### config.mk
export PLATFORM = sky130hd
export DESIGN_NAME = fls_top
export DESIGN_NICKNAME = d
export VERILOG_FILES = /design/src/hw/fls_pkg.sv /design/src/hw/fls_trig_cond.sv /design/src/hw/fls_line_pacer.sv /design/src/hw/fls_top.sv
export SDC_FILE = /design/constraint.sdc
export NUM_CORES = 1
export LEC_CHECK = 0
export ABC_AREA = 1
export BUFFER_PORTS_ARGS = -buffer_cell sky130_fd_sc_hd__buf_2
export CAP_MARGIN = 5
export CORE_UTILIZATION = 40
export DETAILED_ROUTE_END_ITERATION = 6
export HOLD_SLACK_MARGIN = 0.1
export PLACE_DENSITY = 0.55
export SLEW_MARGIN = 5
export SYNTH_ARGS = -nofsm -noshare
export SYNTH_HDL_FRONTEND = slang
export SYNTH_SLANG_ARGS = --single-unit
### constraint.sdc
create_clock -name clk_sys -period 10.95 [get_ports clk_sys]
set_input_delay 0.5475 -clock clk_sys [delete_from_list [all_inputs] [get_ports clk_sys]]
set_output_delay 0.5475 -clock clk_sys [all_outputs]
set_load 0.005 [all_outputs]
### src/hw/fls_pkg.sv
package fls_pkg;

  // ****************
  // clock and timing
  // ****************
  localparam int unsigned CLK_HZ       = 20_000_000;
  localparam int unsigned CLK_MHZ      = CLK_HZ / 1_000_000;
  // shortest line period, i.e. the highest line rate allowed
  localparam int unsigned LINE_MIN_NS  = 1000;
  localparam int unsigned LINE_MIN_CYC = (LINE_MIN_NS * CLK_MHZ + 999) / 1000;

  // ****************
  // register offsets (byte addresses)
  // ****************
  localparam logic [4:0] OFS_CTRL   = 5'h00;
  localparam logic [4:0] OFS_SEL    = 5'h04;
  localparam logic [4:0] OFS_HEIGHT = 5'h08;
  localparam logic [4:0] OFS_PERIOD = 5'h0C;
  localparam logic [4:0] OFS_STAT   = 5'h10;
  localparam logic [4:0] OFS_COUNT  = 5'h14;
  localparam logic [4:0] OFS_DROP   = 5'h18;

  // ****************
  // control fields
  // ****************
  localparam int unsigned CB_START   = 0;
  localparam int unsigned CB_STOP    = 1;
  localparam int unsigned CB_REPEAT  = 2;
  localparam int unsigned CB_FRM_ON  = 3;
  localparam int unsigned CB_LIN_ON  = 4;
  localparam int unsigned CB_FRM_LVL = 5;
  localparam int unsigned CB_LIN_FAL = 6;
  localparam int unsigned CB_CUT     = 7;
  localparam int unsigned CB_RATE_EN = 8;
  localparam int unsigned SEL_FRM_LO = 0;
  localparam int unsigned SEL_LIN_LO = 4;

  // ****************
  // reset values
  // ****************
  localparam logic [8:0]  CTRL_RST   = 9'h004;
  localparam logic [1:0]  FSEL_RST   = 2'h2;
  localparam logic [1:0]  LSEL_RST   = 2'h3;
  localparam logic [15:0] HEIGHT_RST = 16'h0003;
  localparam logic [23:0] PERIOD_RST = 24'h000064;

  typedef enum logic [1:0] {
    FLS_IDLE   = 2'b00,
    FLS_WFRAME = 2'b01,
    FLS_FRAME  = 2'b10
  } fls_state_type;

endpackage

### src/hw/fls_trig_cond.sv
`timescale 1ns/10ps
module fls_trig_cond (
  // clock and reset
  input  wire logic clk_sys,
  input  wire logic arst_n,
  input  wire logic ce,
  // pin and conditioned view
  input  wire logic pin_in,
  output logic      level,
  output logic      rise,
  output logic      fall
);

  logic s1_r;
  logic s2_r;
  logic s3_r;

  // ****************
  // three-stage synchroniser
  // ****************
  always_ff @(posedge clk_sys or negedge arst_n) begin
    if (!arst_n) begin
      s1_r <= 1'b0;
      s2_r <= 1'b0;
      s3_r <= 1'b0;
    end else if (ce) begin
      s1_r <= pin_in;
      s2_r <= s1_r;
      s3_r <= s2_r;
    end
  end

  // change accepted only once stages two and three agree
  always_ff @(posedge clk_sys or negedge arst_n) begin
    if (!arst_n) begin
      level <= 1'b0;
      rise  <= 1'b0;
      fall  <= 1'b0;
    end else if (ce) begin
      rise <= (s2_r == s3_r) && s3_r && !level;
      fall <= (s2_r == s3_r) && !s3_r && level;
      if (s2_r == s3_r) begin
        level <= s3_r;
      end
    end
  end

endmodule

### src/hw/fls_line_pacer.sv
`timescale 1ns/10ps
module fls_line_pacer (
  // clock and reset
  input  wire logic        clk_sys,
  input  wire logic        arst_n,
  input  wire logic        ce,
  // pacing
  input  wire logic        run,
  input  wire logic [23:0] period,
  output logic             tick
);

  logic [23:0] cnt_r;

  // internal line trigger, one pulse per period while running
  always_ff @(posedge clk_sys or negedge arst_n) begin
    if (!arst_n) begin
      cnt_r <= 24'h000000;
      tick  <= 1'b0;
    end else if (ce) begin
      if (!run) begin
        cnt_r <= 24'h000000;
        tick  <= 1'b0;
      end else if (cnt_r >= period - 24'h000001) begin
        cnt_r <= 24'h000000;
        tick  <= 1'b1;
      end else begin
        cnt_r <= cnt_r + 24'h000001;
        tick  <= 1'b0;
      end
    end
  end

  pacer_gap_a: assert property (@(posedge clk_sys) disable iff (!arst_n)
    (ce && tick) |=> !tick) else $error("line ticks closer than allowed");

endmodule

### src/hw/fls_top.sv
// Chosen here: the placing of the registers and the Avalon-MM interface to the registers.
`timescale 1ns/10ps
// How it works
// - with triggers off, frames and lines start internally without stimulus.
// - with frame trigger on, a frame starts only on a supplied trigger.
// - free lines pace at the set line rate, else at maximum rate.
// - lines of a frame are acquired only after a qualifying frame trigger.
// - with line trigger on, each line starts on an external edge.
// - repeat-frames setting keeps acquiring frames until stop-acquire arrives.
// - line triggers arriving while waiting for frame trigger are discarded.
// - a frame closes after lines-per-frame lines, three by default.
// - frame trigger input selectable, edge or level activation.
// - line trigger input selectable independently, with its own edge activation.
// - level-high frame trigger with repeat-frames on runs frames back to back while high.
// - level drop without cut-last-frame still completes the closing frame.
// - level drop with cut-last-frame ends frame early, partial.
// - internally generated triggers never raise a wait indication.
// - separate wait indications for frame trigger and line trigger.
// - stop-acquire mid-frame closes it with the lines already taken.
module fls_top (
  // clock, reset, clock enable
  input  wire logic        clk_sys,
  input  wire logic        arst_n,
  input  wire logic        ce,
  // register bus
  input  wire logic [4:0]  avs_address,
  input  wire logic        avs_read,
  input  wire logic        avs_write,
  input  wire logic [31:0] avs_writedata,
  output logic      [31:0] avs_readdata,
  output logic             avs_waitrequest,
  // trigger input lines
  input  wire logic [3:0]  trig_in,
  // sequencing outputs
  output logic             line_start,
  output logic             frame_start,
  output logic             frame_end,
  output logic             frame_partial,
  output logic             wait_frame,
  output logic             wait_line,
  output logic             acquiring
);

  fls_pkg::fls_state_type state_r;

  logic [8:0]  ctrl_r;
  logic [1:0]  fsel_r;
  logic [1:0]  lsel_r;
  logic [15:0] height_r;
  logic [23:0] period_r;
  logic        start_cmd_r;
  logic        stop_cmd_r;
  logic        acq_on_r;
  logic [15:0] lines_r;
  logic [15:0] frames_r;
  logic [15:0] partials_r;
  logic [15:0] drops_r;
  logic        wait_r;
  logic [31:0] rdata_r;
  logic        line_start_r;
  logic        frame_start_r;
  logic        frame_end_r;
  logic        frame_partial_r;
  logic        wait_frame_r;
  logic        wait_line_r;

  logic [3:0]  lvl;
  logic [3:0]  rise;
  logic [3:0]  fall;
  logic        tick;
  logic        wr_acc;
  logic        frm_on;
  logic        lin_on;
  logic        frm_lvl;
  logic        f_level;
  logic        frame_go;
  logic        line_evt;
  logic        cut_now;
  logic        last_line;
  logic [23:0] pace_per;
  logic [15:0] lines_inc;

  // zero lines per frame would never close a frame
  function automatic logic [15:0] eff_height(input logic [15:0] h);
    eff_height = (h == 16'h0000) ? 16'h0001 : h;
  endfunction

  function automatic logic [15:0] sat_inc(input logic [15:0] v);
    sat_inc = (v == 16'hFFFF) ? v : v + 16'h0001;
  endfunction

  // ****************
  // trigger conditioning
  // ****************
  genvar gi;
  generate
    for (gi = 0; gi < 4; gi++) begin : g_in
      fls_trig_cond u_cond (
        .clk_sys (clk_sys),
        .arst_n  (arst_n),
        .ce      (ce),
        .pin_in  (trig_in[gi]),
        .level   (lvl[gi]),
        .rise    (rise[gi]),
        .fall    (fall[gi])
      );
    end
  endgenerate

  assign frm_on  = ctrl_r[fls_pkg::CB_FRM_ON];
  assign lin_on  = ctrl_r[fls_pkg::CB_LIN_ON];
  assign frm_lvl = ctrl_r[fls_pkg::CB_FRM_LVL];
  assign f_level = lvl[fsel_r];

  // qualifying frame trigger: internal, rising edge or high level
  assign frame_go = !frm_on || (frm_lvl ? f_level : rise[fsel_r]);

  // line event: external edge of selected polarity, else pacer tick
  assign line_evt = lin_on ? (ctrl_r[fls_pkg::CB_LIN_FAL] ? fall[lsel_r] : rise[lsel_r])
                           : tick;

  // level dropped mid-frame and closing frame is to be cut
  assign cut_now = frm_on && frm_lvl && !f_level && ctrl_r[fls_pkg::CB_CUT];

  assign lines_inc = lines_r + 16'h0001;
  assign last_line = (lines_inc == eff_height(height_r));

  // rate setting above the maximum rate is clamped to it
  assign pace_per = (ctrl_r[fls_pkg::CB_RATE_EN] && period_r > 24'(fls_pkg::LINE_MIN_CYC))
                    ? period_r : 24'(fls_pkg::LINE_MIN_CYC);

  fls_line_pacer u_pacer (
    .clk_sys (clk_sys),
    .arst_n  (arst_n),
    .ce      (ce),
    .run     (state_r == fls_pkg::FLS_FRAME && !lin_on),
    .period  (pace_per),
    .tick    (tick)
  );

  // ****************
  // register bus slave
  // ****************
  assign wr_acc = avs_write && !wait_r;

  // one wait cycle, then a single-cycle answer
  always_ff @(posedge clk_sys or negedge arst_n) begin
    if (!arst_n) begin
      wait_r  <= 1'b1;
      rdata_r <= 32'h00000000;
    end else if (ce) begin
      if ((avs_read || avs_write) && wait_r) begin
        wait_r <= 1'b0;
        case (avs_address)
          fls_pkg::OFS_CTRL:   rdata_r <= {23'h000000, ctrl_r[8:2], 2'h0};
          fls_pkg::OFS_SEL:    rdata_r <= {26'h0000000, lsel_r, 2'h0, fsel_r};
          fls_pkg::OFS_HEIGHT: rdata_r <= {16'h0000, height_r};
          fls_pkg::OFS_PERIOD: rdata_r <= {8'h00, period_r};
          fls_pkg::OFS_STAT:   rdata_r <= {lines_r, 12'h000,
                                           state_r == fls_pkg::FLS_FRAME,
                                           wait_line_r, wait_frame_r, acq_on_r};
          fls_pkg::OFS_COUNT:  rdata_r <= {partials_r, frames_r};
          fls_pkg::OFS_DROP:   rdata_r <= {16'h0000, drops_r};
          default:             rdata_r <= 32'h00000000;
        endcase
      end else begin
        wait_r <= 1'b1;
      end
    end
  end

  // configuration registers
  always_ff @(posedge clk_sys or negedge arst_n) begin
    if (!arst_n) begin
      ctrl_r   <= fls_pkg::CTRL_RST;
      fsel_r   <= fls_pkg::FSEL_RST;
      lsel_r   <= fls_pkg::LSEL_RST;
      height_r <= fls_pkg::HEIGHT_RST;
      period_r <= fls_pkg::PERIOD_RST;
    end else if (ce && wr_acc) begin
      case (avs_address)
        fls_pkg::OFS_CTRL:   ctrl_r <= {avs_writedata[8:2], 2'h0};
        fls_pkg::OFS_SEL: begin
          fsel_r <= avs_writedata[fls_pkg::SEL_FRM_LO +: 2];
          lsel_r <= avs_writedata[fls_pkg::SEL_LIN_LO +: 2];
        end
        fls_pkg::OFS_HEIGHT: height_r <= avs_writedata[15:0];
        fls_pkg::OFS_PERIOD: period_r <= avs_writedata[23:0];
        default:             ctrl_r <= ctrl_r;
      endcase
    end
  end

  // start and stop commands are self-clearing strobes
  always_ff @(posedge clk_sys or negedge arst_n) begin
    if (!arst_n) begin
      start_cmd_r <= 1'b0;
      stop_cmd_r  <= 1'b0;
    end else if (ce) begin
      start_cmd_r <= wr_acc && avs_address == fls_pkg::OFS_CTRL && avs_writedata[fls_pkg::CB_START];
      stop_cmd_r  <= wr_acc && avs_address == fls_pkg::OFS_CTRL && avs_writedata[fls_pkg::CB_STOP];
    end
  end

  // ****************
  // acquisition enable
  // ****************
  always_ff @(posedge clk_sys or negedge arst_n) begin
    if (!arst_n) begin
      acq_on_r <= 1'b0;
    end else if (ce) begin
      if (stop_cmd_r) begin
        acq_on_r <= 1'b0;
      end else if (start_cmd_r) begin
        acq_on_r <= 1'b1;
      end else if (frame_end_r && !ctrl_r[fls_pkg::CB_REPEAT]) begin
        acq_on_r <= 1'b0;
      end
    end
  end

  // ****************
  // frame and line sequencer
  // ****************
  always_ff @(posedge clk_sys or negedge arst_n) begin
    if (!arst_n) begin
      state_r         <= fls_pkg::FLS_IDLE;
      lines_r         <= 16'h0000;
      line_start_r    <= 1'b0;
      frame_start_r   <= 1'b0;
      frame_end_r     <= 1'b0;
      frame_partial_r <= 1'b0;
    end else if (ce) begin
      line_start_r    <= 1'b0;
      frame_start_r   <= 1'b0;
      frame_end_r     <= 1'b0;
      frame_partial_r <= 1'b0;
      case (state_r)
        fls_pkg::FLS_IDLE: begin
          if (acq_on_r && !stop_cmd_r && !frame_end_r) begin
            state_r <= fls_pkg::FLS_WFRAME;
          end
        end
        fls_pkg::FLS_WFRAME: begin
          if (!acq_on_r || stop_cmd_r) begin
            state_r <= fls_pkg::FLS_IDLE;
          end else if (frame_go) begin
            state_r       <= fls_pkg::FLS_FRAME;
            lines_r       <= 16'h0000;
            frame_start_r <= 1'b1;
          end
        end
        fls_pkg::FLS_FRAME: begin
          if (stop_cmd_r || cut_now) begin
            state_r         <= fls_pkg::FLS_IDLE;
            frame_end_r     <= 1'b1;
            frame_partial_r <= 1'b1;
          end else if (line_evt) begin
            line_start_r <= 1'b1;
            lines_r      <= lines_inc;
            if (last_line) begin
              // full frame even if the level has dropped
              frame_end_r <= 1'b1;
              state_r     <= ctrl_r[fls_pkg::CB_REPEAT] ? fls_pkg::FLS_WFRAME
                                                        : fls_pkg::FLS_IDLE;
            end
          end
        end
        default: begin
          state_r <= fls_pkg::FLS_IDLE;
        end
      endcase
    end
  end

  // ****************
  // wait indications
  // ****************
  always_ff @(posedge clk_sys or negedge arst_n) begin
    if (!arst_n) begin
      wait_frame_r <= 1'b0;
      wait_line_r  <= 1'b0;
    end else if (ce) begin
      // only external triggers are waited for
      wait_frame_r <= state_r == fls_pkg::FLS_WFRAME && frm_on && !frame_go;
      wait_line_r  <= state_r == fls_pkg::FLS_FRAME && lin_on && !line_evt;
    end
  end

  // ****************
  // statistics
  // ****************
  always_ff @(posedge clk_sys or negedge arst_n) begin
    if (!arst_n) begin
      frames_r   <= 16'h0000;
      partials_r <= 16'h0000;
    end else if (ce && frame_end_r) begin
      frames_r <= sat_inc(frames_r);
      if (frame_partial_r) begin
        partials_r <= sat_inc(partials_r);
      end
    end
  end

  // discarded line triggers; a new one beats a clearing write
  always_ff @(posedge clk_sys or negedge arst_n) begin
    if (!arst_n) begin
      drops_r <= 16'h0000;
    end else if (ce) begin
      if (state_r == fls_pkg::FLS_WFRAME && lin_on && line_evt) begin
        drops_r <= (wr_acc && avs_address == fls_pkg::OFS_DROP) ? 16'h0001 : sat_inc(drops_r);
      end else if (wr_acc && avs_address == fls_pkg::OFS_DROP) begin
        drops_r <= 16'h0000;
      end
    end
  end

  assign avs_readdata    = rdata_r;
  assign avs_waitrequest = wait_r;
  assign line_start      = line_start_r;
  assign frame_start     = frame_start_r;
  assign frame_end       = frame_end_r;
  assign frame_partial   = frame_partial_r;
  assign wait_frame      = wait_frame_r;
  assign wait_line       = wait_line_r;
  assign acquiring       = acq_on_r;

  // ****************
  // checks
  // ****************
  free_line_a: assert property (@(posedge clk_sys) disable iff (!arst_n)
    (ce && state_r == fls_pkg::FLS_FRAME && !lin_on && tick && !stop_cmd_r && !cut_now)
    |=> line_start_r) else $error("internal line tick lost");
  no_frame_a: assert property (@(posedge clk_sys) disable iff (!arst_n)
    (ce && state_r == fls_pkg::FLS_WFRAME && frm_on && !frame_go)
    |=> !frame_start_r) else $error("frame began without trigger");
  halt_line_a: assert property (@(posedge clk_sys) disable iff (!arst_n)
    (ce && state_r != fls_pkg::FLS_FRAME) |=> !line_start_r)
    else $error("line outside a frame");
  ext_line_a: assert property (@(posedge clk_sys) disable iff (!arst_n)
    (ce && state_r == fls_pkg::FLS_FRAME && lin_on && line_evt && !stop_cmd_r && !cut_now)
    |=> line_start_r) else $error("external line edge lost");
  repeat_run_a: assert property (@(posedge clk_sys) disable iff (!arst_n)
    (ce && frame_end_r && !frame_partial_r && ctrl_r[fls_pkg::CB_REPEAT] && acq_on_r)
    |-> state_r == fls_pkg::FLS_WFRAME) else $error("repeat frames stopped");
  drop_line_a: assert property (@(posedge clk_sys) disable iff (!arst_n)
    (ce && state_r == fls_pkg::FLS_WFRAME && !(wr_acc && avs_address == fls_pkg::OFS_DROP)
     && lin_on && line_evt && drops_r != 16'hFFFF)
    |=> drops_r == $past(drops_r) + 16'h0001) else $error("discarded trigger not counted");
  full_height_a: assert property (@(posedge clk_sys) disable iff (!arst_n)
    (frame_end_r && !frame_partial_r) |-> lines_r == eff_height(height_r))
    else $error("frame closed at wrong line count");
  cut_frame_a: assert property (@(posedge clk_sys) disable iff (!arst_n)
    (ce && state_r == fls_pkg::FLS_FRAME && cut_now)
    |=> frame_end_r && frame_partial_r) else $error("closing frame not cut");
  // wait flags lag the config by one edge, so check what they become
  int_wait_a: assert property (@(posedge clk_sys) disable iff (!arst_n)
    (ce && !frm_on |=> !wait_frame_r) and (ce && !lin_on |=> !wait_line_r))
    else $error("wait shown for internal trigger");

endmodule

Yosys cells after proc, flatten, opt, wreduce, memory -nomap -nowiden
Cells that the tools add are included.
{"block": "totals", "latch_bits": 0, "mem_count": 0, "out_inout_bits": 40, "input_bits": 46, "ram_bits": 0, "rom_bits": 0, "regBits": 208}
{"block": "classes", "bitwise_logic": 2, "div": 0, "n_reduce_logical": 81, "eq_ne": 25, "muxes": 51, "n_mul": 0, "addsub": 6, "order_cmp": 4, "shifts": 0}
{"operator": "one-hot mux 32 bit (7 select lines)", "count": 1}
{"operator": "2-to-1 mux 16 bit", "count": 9}
{"operator": "2-to-1 mux 24 bit", "count": 3}
{"operator": "adder 16 x 1 -> 16 bit (second input constant)", "count": 4}
{"operator": "== test 16 bit (second input constant)", "count": 3}
{"operator": "logical AND 1 bit", "count": 38}
{"operator": "one-hot mux 16 bit (2 select lines)", "count": 1}
{"operator": "2-to-1 mux 1 bit", "count": 26}
{"operator": "adder 24 x 1 -> 24 bit (second input constant)", "count": 1}
{"operator": ">= comparator 24 bit", "count": 1}
{"operator": "greater-than comparator 24 x 5 -> 1 bit (second input constant)", "count": 1}
{"operator": "subtractor 24 x 1 -> 24 bit (second input constant)", "count": 1}
{"operator": "AND reduction 2 bit", "count": 11}
{"operator": "zero test 1 bit", "count": 18}
{"operator": "== test 16 bit", "count": 1}
{"operator": "zero test 16 bit", "count": 1}
{"operator": "== test 5 bit (second input constant)", "count": 3}
{"operator": "2-to-1 mux 2 bit", "count": 6}
{"operator": "!= test 2 bit (second input constant)", "count": 6}
{"operator": "== test 5 x 4 -> 1 bit (second input constant)", "count": 2}
{"operator": "!= test 3 bit (second input constant)", "count": 3}
{"operator": "binary-select mux 1 bit (select 2 bit)", "count": 4}
{"operator": "less-than comparator 2 x 3 -> 1 bit (second input constant)", "count": 2}
{"operator": "one-hot mux 2 bit (3 select lines)", "count": 1}
{"operator": "other kinds (13)", "count": 22}

Depth between registers and ports, before layout
Gate-level depths: netlist of run 1.
{"block": "depth", "depth_word": 8, "mapped_depth": 28}

By module
From an unflattened synthesis of run 1, not the netlist that was laid out.
{"block": "unflattened", "hier_cells": 1733, "area_unflattened_um2": 12653.4}
{"mod": "fls_top", "seq_area_each_um2": 3991.3, "cells_per_inst": 1162, "area_per_inst_um2": 8750.9, "instances": 1}
{"mod": "fls_line_pacer", "seq_area_each_um2": 625.6, "cells_per_inst": 447, "area_per_inst_um2": 2801.4, "instances": 1}
{"mod": "fls_trig_cond", "seq_area_each_um2": 150.1, "cells_per_inst": 31, "area_per_inst_um2": 275.3, "instances": 4}

Worst setup path before layout of run 1
Ideal clock, no wire load.
{"block": "synth_path", "path_kind": "flip-flop to flip-flop", "startpoint": "reg period_r[12]", "endpoint": "reg u_pacer.cnt_r[14]", "arrival_time_ns": 3.630, "stages_incl_launch_ff": 28, "path_buffers": 3, "t_required_ns": 10.819, "setup_slack_ns": 7.188, "cell_sequence": "dfrtp_1 > nor2_1 > nand4_1 > nor2_1 > nand3_2 > nand2_4 > inv_4 > buf_6 > buf_2 > nand2_1 > ha_1 > nand2_1 > nor2_2 > inv_1 > nor2_1 > nand2_1 > xor2_1 > inv_1 > ha_1 > nand2_1 > inv_1 > nand3_1 > nor3_1 > nand3_1 > and3_1 > nand2_1 > clkbuf_1 > o21ai_0"}
{"block": "synth_between", "elab_chain_cells": 7}
{"element": "start, declared", "line_no": "fls_top.sv:50", "source": "logic [23:0] period_r;"}
{"element": "start signal, assigned", "line_no": "fls_top.sv:179", "source": "period_r <= fls_pkg::PERIOD_RST;"}
{"element": "start signal, assigned", "line_no": "fls_top.sv:188", "source": "fls_pkg::OFS_PERIOD: period_r <= avs_writedata[23:0];"}
{"element": "greater-than comparator 24 x 5 -> 1 bit", "line_no": "fls_top.sv:129", "source": "assign pace_per = (ctrl_r[fls_pkg::CB_RATE_EN] && period_r > 24'(fls_pkg::LINE_MIN_CYC))"}
{"element": "logical AND 1 bit", "line_no": "fls_top.sv:129"}
{"element": "2-to-1 mux 24 bit *", "line_no": "fls_top.sv:130", "source": "? period_r : 24'(fls_pkg::LINE_MIN_CYC);"}
{"element": "subtractor 24 x 1 -> 24 bit *", "line_no": "fls_line_pacer.sv:24", "source": "end else if (cnt_r >= period - 24'h000001) begin"}
{"element": ">= comparator 24 bit *", "line_no": "fls_line_pacer.sv:24"}
{"element": "2-to-1 mux 24 bit *", "line_no": "fls_line_pacer.sv:24"}
{"element": "2-to-1 mux 24 bit *", "line_no": "fls_line_pacer.sv:21", "source": "if (!run) begin"}
{"element": "end signal, assigned", "line_no": "fls_line_pacer.sv:28", "source": "cnt_r <= cnt_r + 24'h000001;"}
{"element": "end, declared", "line_no": "fls_line_pacer.sv:13", "source": "logic [23:0] cnt_r;"}
Every way passes the cells marked *; elsewhere a longest branch is shown, timed or not.
A chain may end at the register's enable or synchronous reset.

Final worst setup path of run 1
{"block": "layout_path", "startpoint": "reg period_r[10]", "endpoint": "reg u_pacer.cnt_r[18]"}
Same word-level chain as after synthesis.

==> flow_metrics.py, run 1 <==
metrics = {
    "routing": {
        "drt_wl_total_um": 34600,
        "top_layer": "met4",
        "met1_length_um": 17000,
        "ant_nets": 0,
        "via_count": 10900,
        "wire_per_inst_um": 16.5,
        "met2_length_um": 15100,
        "first_iter_violations": 842,
        "via_per_inst": 5.18,
        "dr_wl_met3_um": 1930,
        "drc": 0,
        "firstDrtPassIters": 5,
    },
    "sta": {
        "period_needed_ns": 4.67,
        "hold_viol_final": 0,
        "drv_slew": 0,
        "setup_tns_ns": 0,
        "worstMarginPinSlew_ns": 0.986,
        "period_share": 0.426,
        "clock_skew_ns": 0.0134,
        "rsz0062_at_grt": "false",
        "slew_headroom": 0.341,
        "setup-violations-final": 0,
        "max_freq_mhz": 214,
    },
    "synth": {
        "ys.flop_type": "dfrtp_1",
        "async_flop_share": 1.00,
        "ys_ff_latch": 208,
        "synth_warnings": 0,
        "synth_area_um2": 12300,
        "syn_avg_cell_area_um2": 7.60,
        "ys_types": 54,
        "synth_edf_count": 0,
        "syn_inst": 1622,
        "synth_fp_nets": 1706,
        "seq_area_frac_synth": 0.423,
    },
    "setup_path": {
        "critPathArrivalTime_ns": 5.05,
        "endpoint_kind": "flop",
        "worstReg2RegStart": "period_r[10]$_DFFE_PN0P_",
        "crit_path_start_kind": "flop",
        "path_max_fanout": 27,
        "rrSetupSlack_ns": 6.28,
        "path_class": "flop to flop",
        "required_ns": 11.33,
        "cp-startpoint": "period_r[10]$_DFFE_PN0P_",
    },
    "clock_network": {
        "cts_made_buffers": 25,
        "clkSinkCount": 208,
        "cts_tree": "done",
        "clockBufferDepth": 3,
        "insertion_delay_ns": 0.54,
        "clkTransAtPathRegs_ns": 0.06,
        "h-tree-depth": 1,
        "root_buffer": "clkbuf_16",
    },
    "global_routing": {
        "antenna_found_initial": 1,
        "grt_start_max_net_pins": 89,
        "grt_overflow": 0,
        "grt_pass1_vias": 10400,
        "grt_pass1_wl_um": 56400,
        "grt_util_all_layers": 0.227,
    },
    "die": {
        "core-area_um2": 30000,
        "io_pins": 86,
        "die_width_um": 178,
        "initial_core_util": 0.412,
        "die_height_um": 178,
        "dieArea_um2": 31500,
        "rows": 63,
    },
    "pwr": {
        "powerDensity_nw_per_um2": 147,
        "leakage_uw": 0.00672,
        "power_uw": 2050,
        "peakVddDrop_mv": 0.105,
    },
    "placed_design": {
        "dpl.hpwl_um": 25400,
        "place_congestion": 0.882,
        "io_buffer_count": 77,
    },
    "worst_hold_path": {
        "hold_class": "primary input to flop",
        "hold_path.startpoint": "trig_in[0]",
    },
    "flow_run": {
        "max_cap_violations": 0,
    },
    "layout": {
        "fill_cells": 3075,
        "final_nets": 1770,
        "drive_gt1_frac": 0.113,
        "syn_to_final_growth_pct": 12.8,
    },
    "status": {
        "outcome": "finished clean",
    },
}
## logic make-up (layout without fill, tap and decap cells)
group	after synthesis	in the layout	share of synthesized area
AOI/OAI and AO/OA	291	291	0.136
xor gates and xnor gates	66	66	0.0480
adders and majority gates	38	38	0.0386
buffers and inverters	242	325	0.0774
DFF	208	208	0.423
muxes	2	2	0.00183
other	0	1	0
and+or+nand+nor	775	775	0.275
## sequential cells by signal, indices dropped and copies added, names as in the netlist, 2 cells and up
name               flops
g_in.u_cond.rise       4
g_in.u_cond.fall       4
period_r              24
height_r              16
lines_r               16
g_in.u_cond.level      4
lsel_r                 2
u_pacer.cnt_r         24
g_in.u_cond.s1_r       4
state_r                2
g_in.u_cond.s3_r       4
ctrl_r                 7
fsel_r                 2
partials_r            16
drops_r               16
g_in.u_cond.s2_r       4
avs_readdata          32
frames_r              16
## final cells by class
| type | instances | area, µm² | area share |
|---|---|---|---|
| sequential | 208 | 5220 | 0.375 |
| inverter | 194 | 731 | 0.0525 |
| timing repair buffer | 85 | 458 | 0.0329 |
| clock buffer | 42 | 769 | 0.0553 |
| multi-input combinational | 1172 | 6160 | 0.443 |
| antenna | 1 | 2.50 | 0.000180 |
| tap | 390 | 488 | 0.0351 |
| clock inverter | 4 | 85.1 | 0.00612 |
## worst max-delay path, cell delays in order (launching register included)
cell,delay (ns)
dfrtp_1,0.50
nor2_1,0.20
nand4_1,0.11
nor2_1,0.13
nand3_2,0.18
nand2_4,0.23
inv_4,0.14
nand2_1,0.12
ha_1,0.18
nand2_1,0.07
nor2_2,0.17
inv_1,0.07
nor2_1,0.29
nand4_1,0.14
nand2_1,0.09
inv_1,0.04
ha_1,0.28
nand4_1,0.13
nor3_1,0.35
nand3_1,0.11
and3_1,0.18
nand2_1,0.60
o21ai_0,0.19
## Yosys cell counts (11+ instances only)
master,number,area (µm²)
o31ai_1,13,97.6
o22ai_1,18,113
o21ai_0,154,771
nor2_1,118,443
inv_2,11,41.3
inv_1,181,679
xor2_1,58,508
clkbuf_1,26,97.6
buf_2,14,70.1
a21oi_1,49,245
nor3_1,30,150
nand3_1,85,425
dfrtp_1,198,4950
ha_1,38,475
nand2_1,449,1690
nand4_1,38,238
## report_power, final
group	total (µW)	switching, µW	internal, µW
registers	891	63.9	827
logic	294	202	93.0
clock network	861	336	525
total	2050	601	1450
## layer usage
layer  GRT usage  up-vias
met5           0        -
met1       0.335     5075
met3      0.0308       40
met4      0.0474        0
li1            -     5480
met2       0.354      265
## worst paths after layout
kind / end / cells past startpoint
worst max-delay path: u_pacer.cnt_r[18]$_DFFE_PN0P_ / 22
worst min-delay path: g_in[0].u_cond.s1_r$_DFFE_PN0P_ / 3
worst max register to register: u_pacer.cnt_r[18]$_DFFE_PN0P_ / 22
worst min register to register: g_in[0].u_cond.s1_r$_DFFE_PN0P_ / 2
max in group asynchronous: g_in[0].u_cond.level$_DFFE_PN0P_ / 4
min in group asynchronous: partials_r[12]$_DFFE_PN0P_ / 2
## cells in the final DEF (no fill, tap or decap), types with 3 or more instances in the layout
master / count
a21o_1: 3
nor2_2: 10
buf_4: 7
o211ai_1: 9
dfstp_2: 10
nor3_1: 30
xnor2_1: 7
nor4_1: 7
o221ai_1: 6
or2_2: 6
o21ai_1: 6
clkbuf_8: 8
ha_1: 38
nand3_1: 85
o21ai_0: 154
o22ai_1: 18
a221oi_1: 9
nor2_4: 4
nand3b_1: 9
nand2_1: 449
inv_1: 181
nor2_1: 118
o21ai_2: 10
a21oi_1: 49
nand3_2: 3
o31ai_1: 13
a31oi_1: 3
nand2_2: 3
clkbuf_16: 25
clkbuf_1: 9
inv_2: 11
buf_2: 76
o2111ai_1: 4
xor2_1: 58
dfrtp_1: 198
nand4_1: 38
nor3_2: 4
## per-stage QoR
stage          hold slack [ns]  setup WS (ns)  instance area, µm²  cells  utilization
6_report                 0.206           6.28               13900   2096        0.464
5_1_grt                  0.188           5.77               13900   2095        0.464
4_1_cts                  0.188           6.30               13900   2095        0.464
3_5_place_dp             0.459           6.30               13000   2048        0.436
3_3_place_gp             0.455           6.40               13000   2048        0.436
2_1_floorplan            0.252           7.19               12300   1622            -
## what timing repair did
action,CTS,global route
gates resized for setup,0,0
hold buffers,1,0
buffers inserted,0,0
hold endpoints to repair,83,0
Power figures use the tool's default switching activity.
==> run 2, diff against run 1 <==
clock period = 4.4 ns   (was 10.95 ns; I/O delays follow)
==> run 2 against run 1 <==
Cell area is 2.7% higher. Die area stayed put. Final cell count is 1.6% higher. Setup slack worse by 5.9 ns. Combinational power grew to 2.6 times the previous value. Largest cell class unchanged.
==> flow_metrics.py, run 2 (synthesis gave the netlist of run 1 again) <==
metrics = {
    "pwr": {
        "leakage_uw": 0.00688,
        "peakVddDrop_mv": 0.262,
        "powerDensity_nw_per_um2": 364,
    },
    "setup_path": {
        "path_class": "flop to flop",
        "path_max_fanout": 27,
        "crit_path_start_kind": "flop",
        "endpoint_kind": "flop",
        "required_ns": 4.80,
        "critPathArrivalTime_ns": 4.37,
    },
    "layout": {
        "final_common_cell": "nand2_1",
        "drive_gt1_frac": 0.118,
        "final_cell_mix": "nand2_1, dfrtp_1, inv_1, o21ai_0, nor2_1",
        "syn_to_final_growth_pct": 15.8,
        "diodes": 0,
        "largest_reg_flops": 32,
        "final_nets": 1804,
    },
    "routing": {
        "firstDrtPassIters": 5,
        "via_per_inst": 5.18,
        "drt_wl_total_um": 35500,
        "via_count": 11000,
        "first_iter_violations": 770,
        "drc": 0,
        "ant_nets": 0,
        "wire_per_inst_um": 16.7,
    },
    "global_routing": {
        "grt_pass1_wl_um": 56900,
        "grt_util_all_layers": 0.230,
        "grt_pass1_vias": 10400,
        "antenna_found_initial": 0,
        "grt_overflow": 0,
        "grt_start_max_net_pins": 109,
    },
    "placed_design": {
        "dpl.hpwl_um": 26200,
        "place_congestion": 0.941,
        "io_buffer_count": 77,
        "dpl_worst_slack_ns": 0.316,
    },
    "clock_network": {
        "clockBufferDepth": 3,
        "h-tree-depth": 1,
        "cts_made_buffers": 25,
        "insertion_delay_ns": 0.53,
        "clkSinkCount": 208,
        "clkTransAtPathRegs_ns": 0.06,
        "root_buffer": "clkbuf_16",
        "cts_tree": "done",
    },
    "flow_run": {
        "max_cap_violations": 0,
    },
    "die": {
        "initial_core_util": 0.412,
        "rows": 63,
        "core-area_um2": 30000,
        "die_height_um": 178,
        "dieArea_um2": 31500,
        "die_width_um": 178,
        "io_pins": 86,
    },
    "sta": {
        "setup_tns_ns": 0,
        "fin_ws_ns": 0.428,
        "max_freq_mhz": 252,
        "period_needed_ns": 3.97,
        "period_share": 0.903,
        "slew_headroom": 0.206,
        "clock_skew_ns": 0.0191,
        "rsz0062_at_grt": "false",
        "setup-violations-final": 0,
        "hold_viol_final": 0,
        "worstMarginPinSlew_ns": 1.18,
        "drv_slew": 0,
    },
    "status": {
        "outcome": "finished clean",
    },
    "worst_hold_path": {
        "hold_class": "primary input to flop",
    },
}
## run 2: changes by cell type in the layout (fill, tap and decap cells not counted), moves of 3 or more
cell,previous run,this run
dlygate4sd3_1,1,29
clkbuf_8,8,2
buf_4,7,12
clkbuf_1,9,5
clkinv_2,1,5
bufinv_16,2,5
clkinvlp_4,0,3
## run 2: worst max-delay path, stage by stage (launching register included)
cell,delay [ns]
dfrtp_1,0.43
nor2_1,0.18
nand4_1,0.11
nor2_1,0.15
nand3_2,0.22
nand2_8,0.20
inv_4,0.13
nand2_1,0.10
ha_1,0.18
nand2_1,0.07
nor2_2,0.17
inv_1,0.08
nor2_2,0.20
nand2_1,0.10
xor2_1,0.14
inv_1,0.05
ha_1,0.26
nand2_1,0.06
inv_1,0.05
nand3_1,0.08
nor3_1,0.20
nand3_1,0.10
and3_1,0.17
nand2_1,0.12
buf_12,0.17
o21ai_0,0.09
## run 2: power by group
| group | leakage (µW) | internal, µW | switching, µW |
|---|---|---|---|
| clock network | 0.000424 | 1370 | 853 |
| registers | 0.00270 | 2060 | 152 |
| logic | 0.00376 | 250 | 507 |
| total | 0.00688 | 3680 | 1510 |
## run 2: repair_timing
| item | 4_1_cts | 5_1_grt |
|---|---|---|
| hold buffers | 29 | 0 |
| endpoints found under the setup margin | 0 | 24 |
| endpoints found under the hold margin | 160 | 0 |
| resized for setup | 0 | 3 |
| buffers inserted | 0 | 0 |
## run 2: path summary, 6_finish.rpt
check | start | endpoint | slack (ns) | depth (start not counted)
setup / recovery | period_r[10]$_DFFE_PN0P_ | u_pacer.cnt_r[19]$_DFFE_PN0P_ | 0.43 | 25
max in group asynchronous | arst_n | u_pacer.cnt_r[11]$_DFFE_PN0P_ | 2.91 | 3
hold / removal | ce | g_in[1].u_cond.s1_r$_DFFE_PN0P_ | 0.23 | 4
setup reg to reg | period_r[10]$_DFFE_PN0P_ | u_pacer.cnt_r[19]$_DFFE_PN0P_ | 0.43 | 25
min in group asynchronous | arst_n | avs_readdata[25]$_DFFE_PN0P_ | 0.32 | 2
hold reg to reg | avs_readdata[26]$_DFFE_PN0P_ | avs_readdata[26]$_DFFE_PN0P_ | 0.47 | 2
## run 2: final cells by class
type,count,area [µm²]
timing repair buffer,119,796
multi-input combinational,1172,6180
tap,390,488
clock inverter,14,206
inverter,194,731
sequential,208,5220
fill,3000,15700
clock buffer,32,672
## run 2: per-stage QoR
stage | cell area (µm²) | total power, µW | utilization | hold WS (ns) | instances
global route | 14300 | 5440 | 0.477 | 0.262 | 2129
CTS | 14300 | 5240 | 0.476 | 0.229 | 2129
detailed placement | 13100 | 2980 | 0.437 | 0.350 | 2054
global placement | 13100 | 2970 | 0.437 | 0.350 | 2054
floorplan | 12300 | 2710 | - | -0.0756 | 1622
finish | 14300 | 5190 | 0.477 | 0.232 | 2129
## run 2: metal layers
layer  part of all wire  GRT usage
met2               0.44      0.361
met4              0.021     0.0613
met1               0.48      0.331
met5                  0          0
met3              0.056     0.0328
==> run 3, diff against run 2 <==
clock period = 4.57 ns   (was 4.4 ns; I/O delays follow)
==> run 3 against run 2 <==
Fmax decreased by 4.1%. Setup slack worse by 0.0019 ns. Largest cell class unchanged. Critical endpoint is now u_pacer.cnt_r[11]$_DFFE_PN0P_. Flip-flop and latch count unchanged. Cell area down 0.54%. Highest routed layer unchanged. Total power shrank 7.3%. Sequential power shrank 4%.
==> flow_metrics.py, run 3 (synthesis gave the netlist of run 1 again) <==
metrics = {
    "status": {
        "outcome": "finished clean",
    },
    "layout": {
        "fin_util": 0.474,
        "final_nets": 1805,
        "syn_to_final_growth_pct": 15.2,
        "final_common_cell": "nand2_1",
        "drive_gt1_frac": 0.116,
        "diodes": 0,
        "largest_reg_flops": 32,
        "final_cell_mix": "nand2_1, dfrtp_1, inv_1, o21ai_0, nor2_1",
        "fin_area_um2": 14200,
    },
    "clock_network": {
        "clkTransAtPathRegs_ns": 0.06,
        "cts_made_buffers": 25,
        "clkSinkCount": 208,
        "clockBufferDepth": 3,
        "insertion_delay_ns": 0.55,
        "cts_tree": "done",
        "h-tree-depth": 1,
        "cts_setup_buffers": 0,
        "root_buffer": "clkbuf_16",
    },
    "sta": {
        "clock_skew_ns": 0.0135,
        "timing.hold.ws_ns": 0.239,
        "max_freq_mhz": 241,
        "worstMarginPinSlew_ns": 1.10,
        "hold_viol_final": 0,
        "drv_slew": 0,
        "period_share": 0.907,
        "period_needed_ns": 4.14,
        "setup_tns_ns": 0,
        "rsz0062_at_grt": "false",
        "setup-violations-final": 0,
        "slew_headroom": 0.261,
    },
    "routing": {
        "via_per_inst": 5.18,
        "first_iter_violations": 742,
        "drc": 0,
        "ant_nets": 0,
        "drt_wl_total_um": 35100,
        "wire_per_inst_um": 16.5,
        "via_count": 11000,
        "firstDrtPassIters": 5,
    },
    "flow_run": {
        "max_cap_violations": 0,
    },
    "placed_design": {
        "place_area_um2": 13100,
        "place_congestion": 0.942,
        "dpl.hpwl_um": 25800,
        "io_buffer_count": 77,
    },
    "setup_path": {
        "endpoint_kind": "flop",
        "critPathArrivalTime_ns": 4.55,
        "path_class": "flop to flop",
        "path_max_fanout": 27,
        "required_ns": 4.98,
        "crit_path_start_kind": "flop",
    },
    "die": {
        "die_height_um": 178,
        "core-area_um2": 30000,
        "io_pins": 86,
        "die_width_um": 178,
        "initial_core_util": 0.412,
        "dieArea_um2": 31500,
        "rows": 63,
    },
    "global_routing": {
        "grt_pass1_vias": 10600,
        "grt_pass1_wl_um": 56600,
        "grt_overflow": 0,
        "antenna_found_initial": 0,
        "grt_util_all_layers": 0.230,
        "grt_start_max_net_pins": 118,
    },
    "pwr": {
        "p_switching_uw": 1460,
        "peakVddDrop_mv": 0.280,
        "powerDensity_nw_per_um2": 339,
        "leakage_uw": 0.00686,
        "sequentialPowerShare": 0.442,
        "p_clk_frac": 0.406,
        "p_int_uw": 3360,
        "swShare": 0.303,
        "power_uw": 4810,
        "combinationalPowerShare": 0.152,
    },
    "worst_hold_path": {
        "hold_class": "primary input to flop",
    },
}
-- run 3: per-stage QoR --
stage          setup WS [ns]  cells
2_1_floorplan          0.808   1622
3_3_place_gp           0.493   2052
3_5_place_dp           0.446   2052
4_1_cts                0.429   2129
5_1_grt               0.0333   2129
6_report               0.427   2129
-- run 3: routing by layer --
| metal | vias up | global-route usage | share of wire |
|---|---|---|---|
| li1 | 5550 | - | - |
| met1 | 5158 | 0.324 | 0.47 |
| met2 | 262 | 0.364 | 0.44 |
| met3 | 55 | 0.0302 | 0.053 |
| met4 | 0 | 0.0723 | 0.030 |
| met5 | - | 0 | 0 |
-- run 3: final cells by class --
cell class                 count  area [µm²]
clock inverter                11         100
tap                          390         488
fill                        3086       15700
timing repair buffer         120         811
sequential                   208        5220
clock buffer                  34         699
inverter                     194         731
multi-input combinational   1172        6160
-- run 3: power by group through the flow --
stage	combinational, µW	sequential, µW	clock (µW)
floorplan	496	2110	0
global placement	706	2150	0
detailed placement	714	2160	0
CTS	738	2120	2000
global route	846	2140	2060
finish	732	2130	1950
-- run 3: path summary, 6_finish.rpt --
check / start / endpoint / slack [ns] / cells past startpoint
min: avs_address[3] / lsel_r[1]$_DFFE_PN1P_ / 0.24 / 4
min reg2reg: avs_readdata[25]$_DFFE_PN0P_ / avs_readdata[25]$_DFFE_PN0P_ / 0.47 / 2
max reg2reg: period_r[10]$_DFFE_PN0P_ / u_pacer.cnt_r[11]$_DFFE_PN0P_ / 0.43 / 23
max in group asynchronous: arst_n / ctrl_r[2]$_DFFE_PN1P_ / 3.15 / 3
min in group asynchronous: arst_n / avs_readdata[26]$_DFFE_PN0P_ / 0.39 / 2
max: period_r[10]$_DFFE_PN0P_ / u_pacer.cnt_r[11]$_DFFE_PN0P_ / 0.43 / 23
-- run 3: critical path, cell delays in order, from the launching register on --
cell and delay (ns):
dfrtp_1 0.45, nor2_1 0.17, nand4_1 0.12, nor2_1 0.15, nand3_2 0.18, nand2_4 0.22
inv_4 0.15, nand2_1 0.11, ha_1 0.18, nand2_1 0.07, nor2_2 0.16, nand3_1 0.17
nor2_2 0.23, nand3_1 0.09, nand2_1 0.08, inv_1 0.04, ha_1 0.26, nand2_1 0.06
nor3_1 0.36, nand3_1 0.11, and3_1 0.18, nand2_1 0.05, buf_4 0.26, o21ai_0 0.13
-- run 3: repair_timing --
item                                    CTS  global route
endpoints found under the setup margin    0             5
gates resized for setup                   0             1
hold buffers                             32             0
endpoints found under the hold margin   172             0
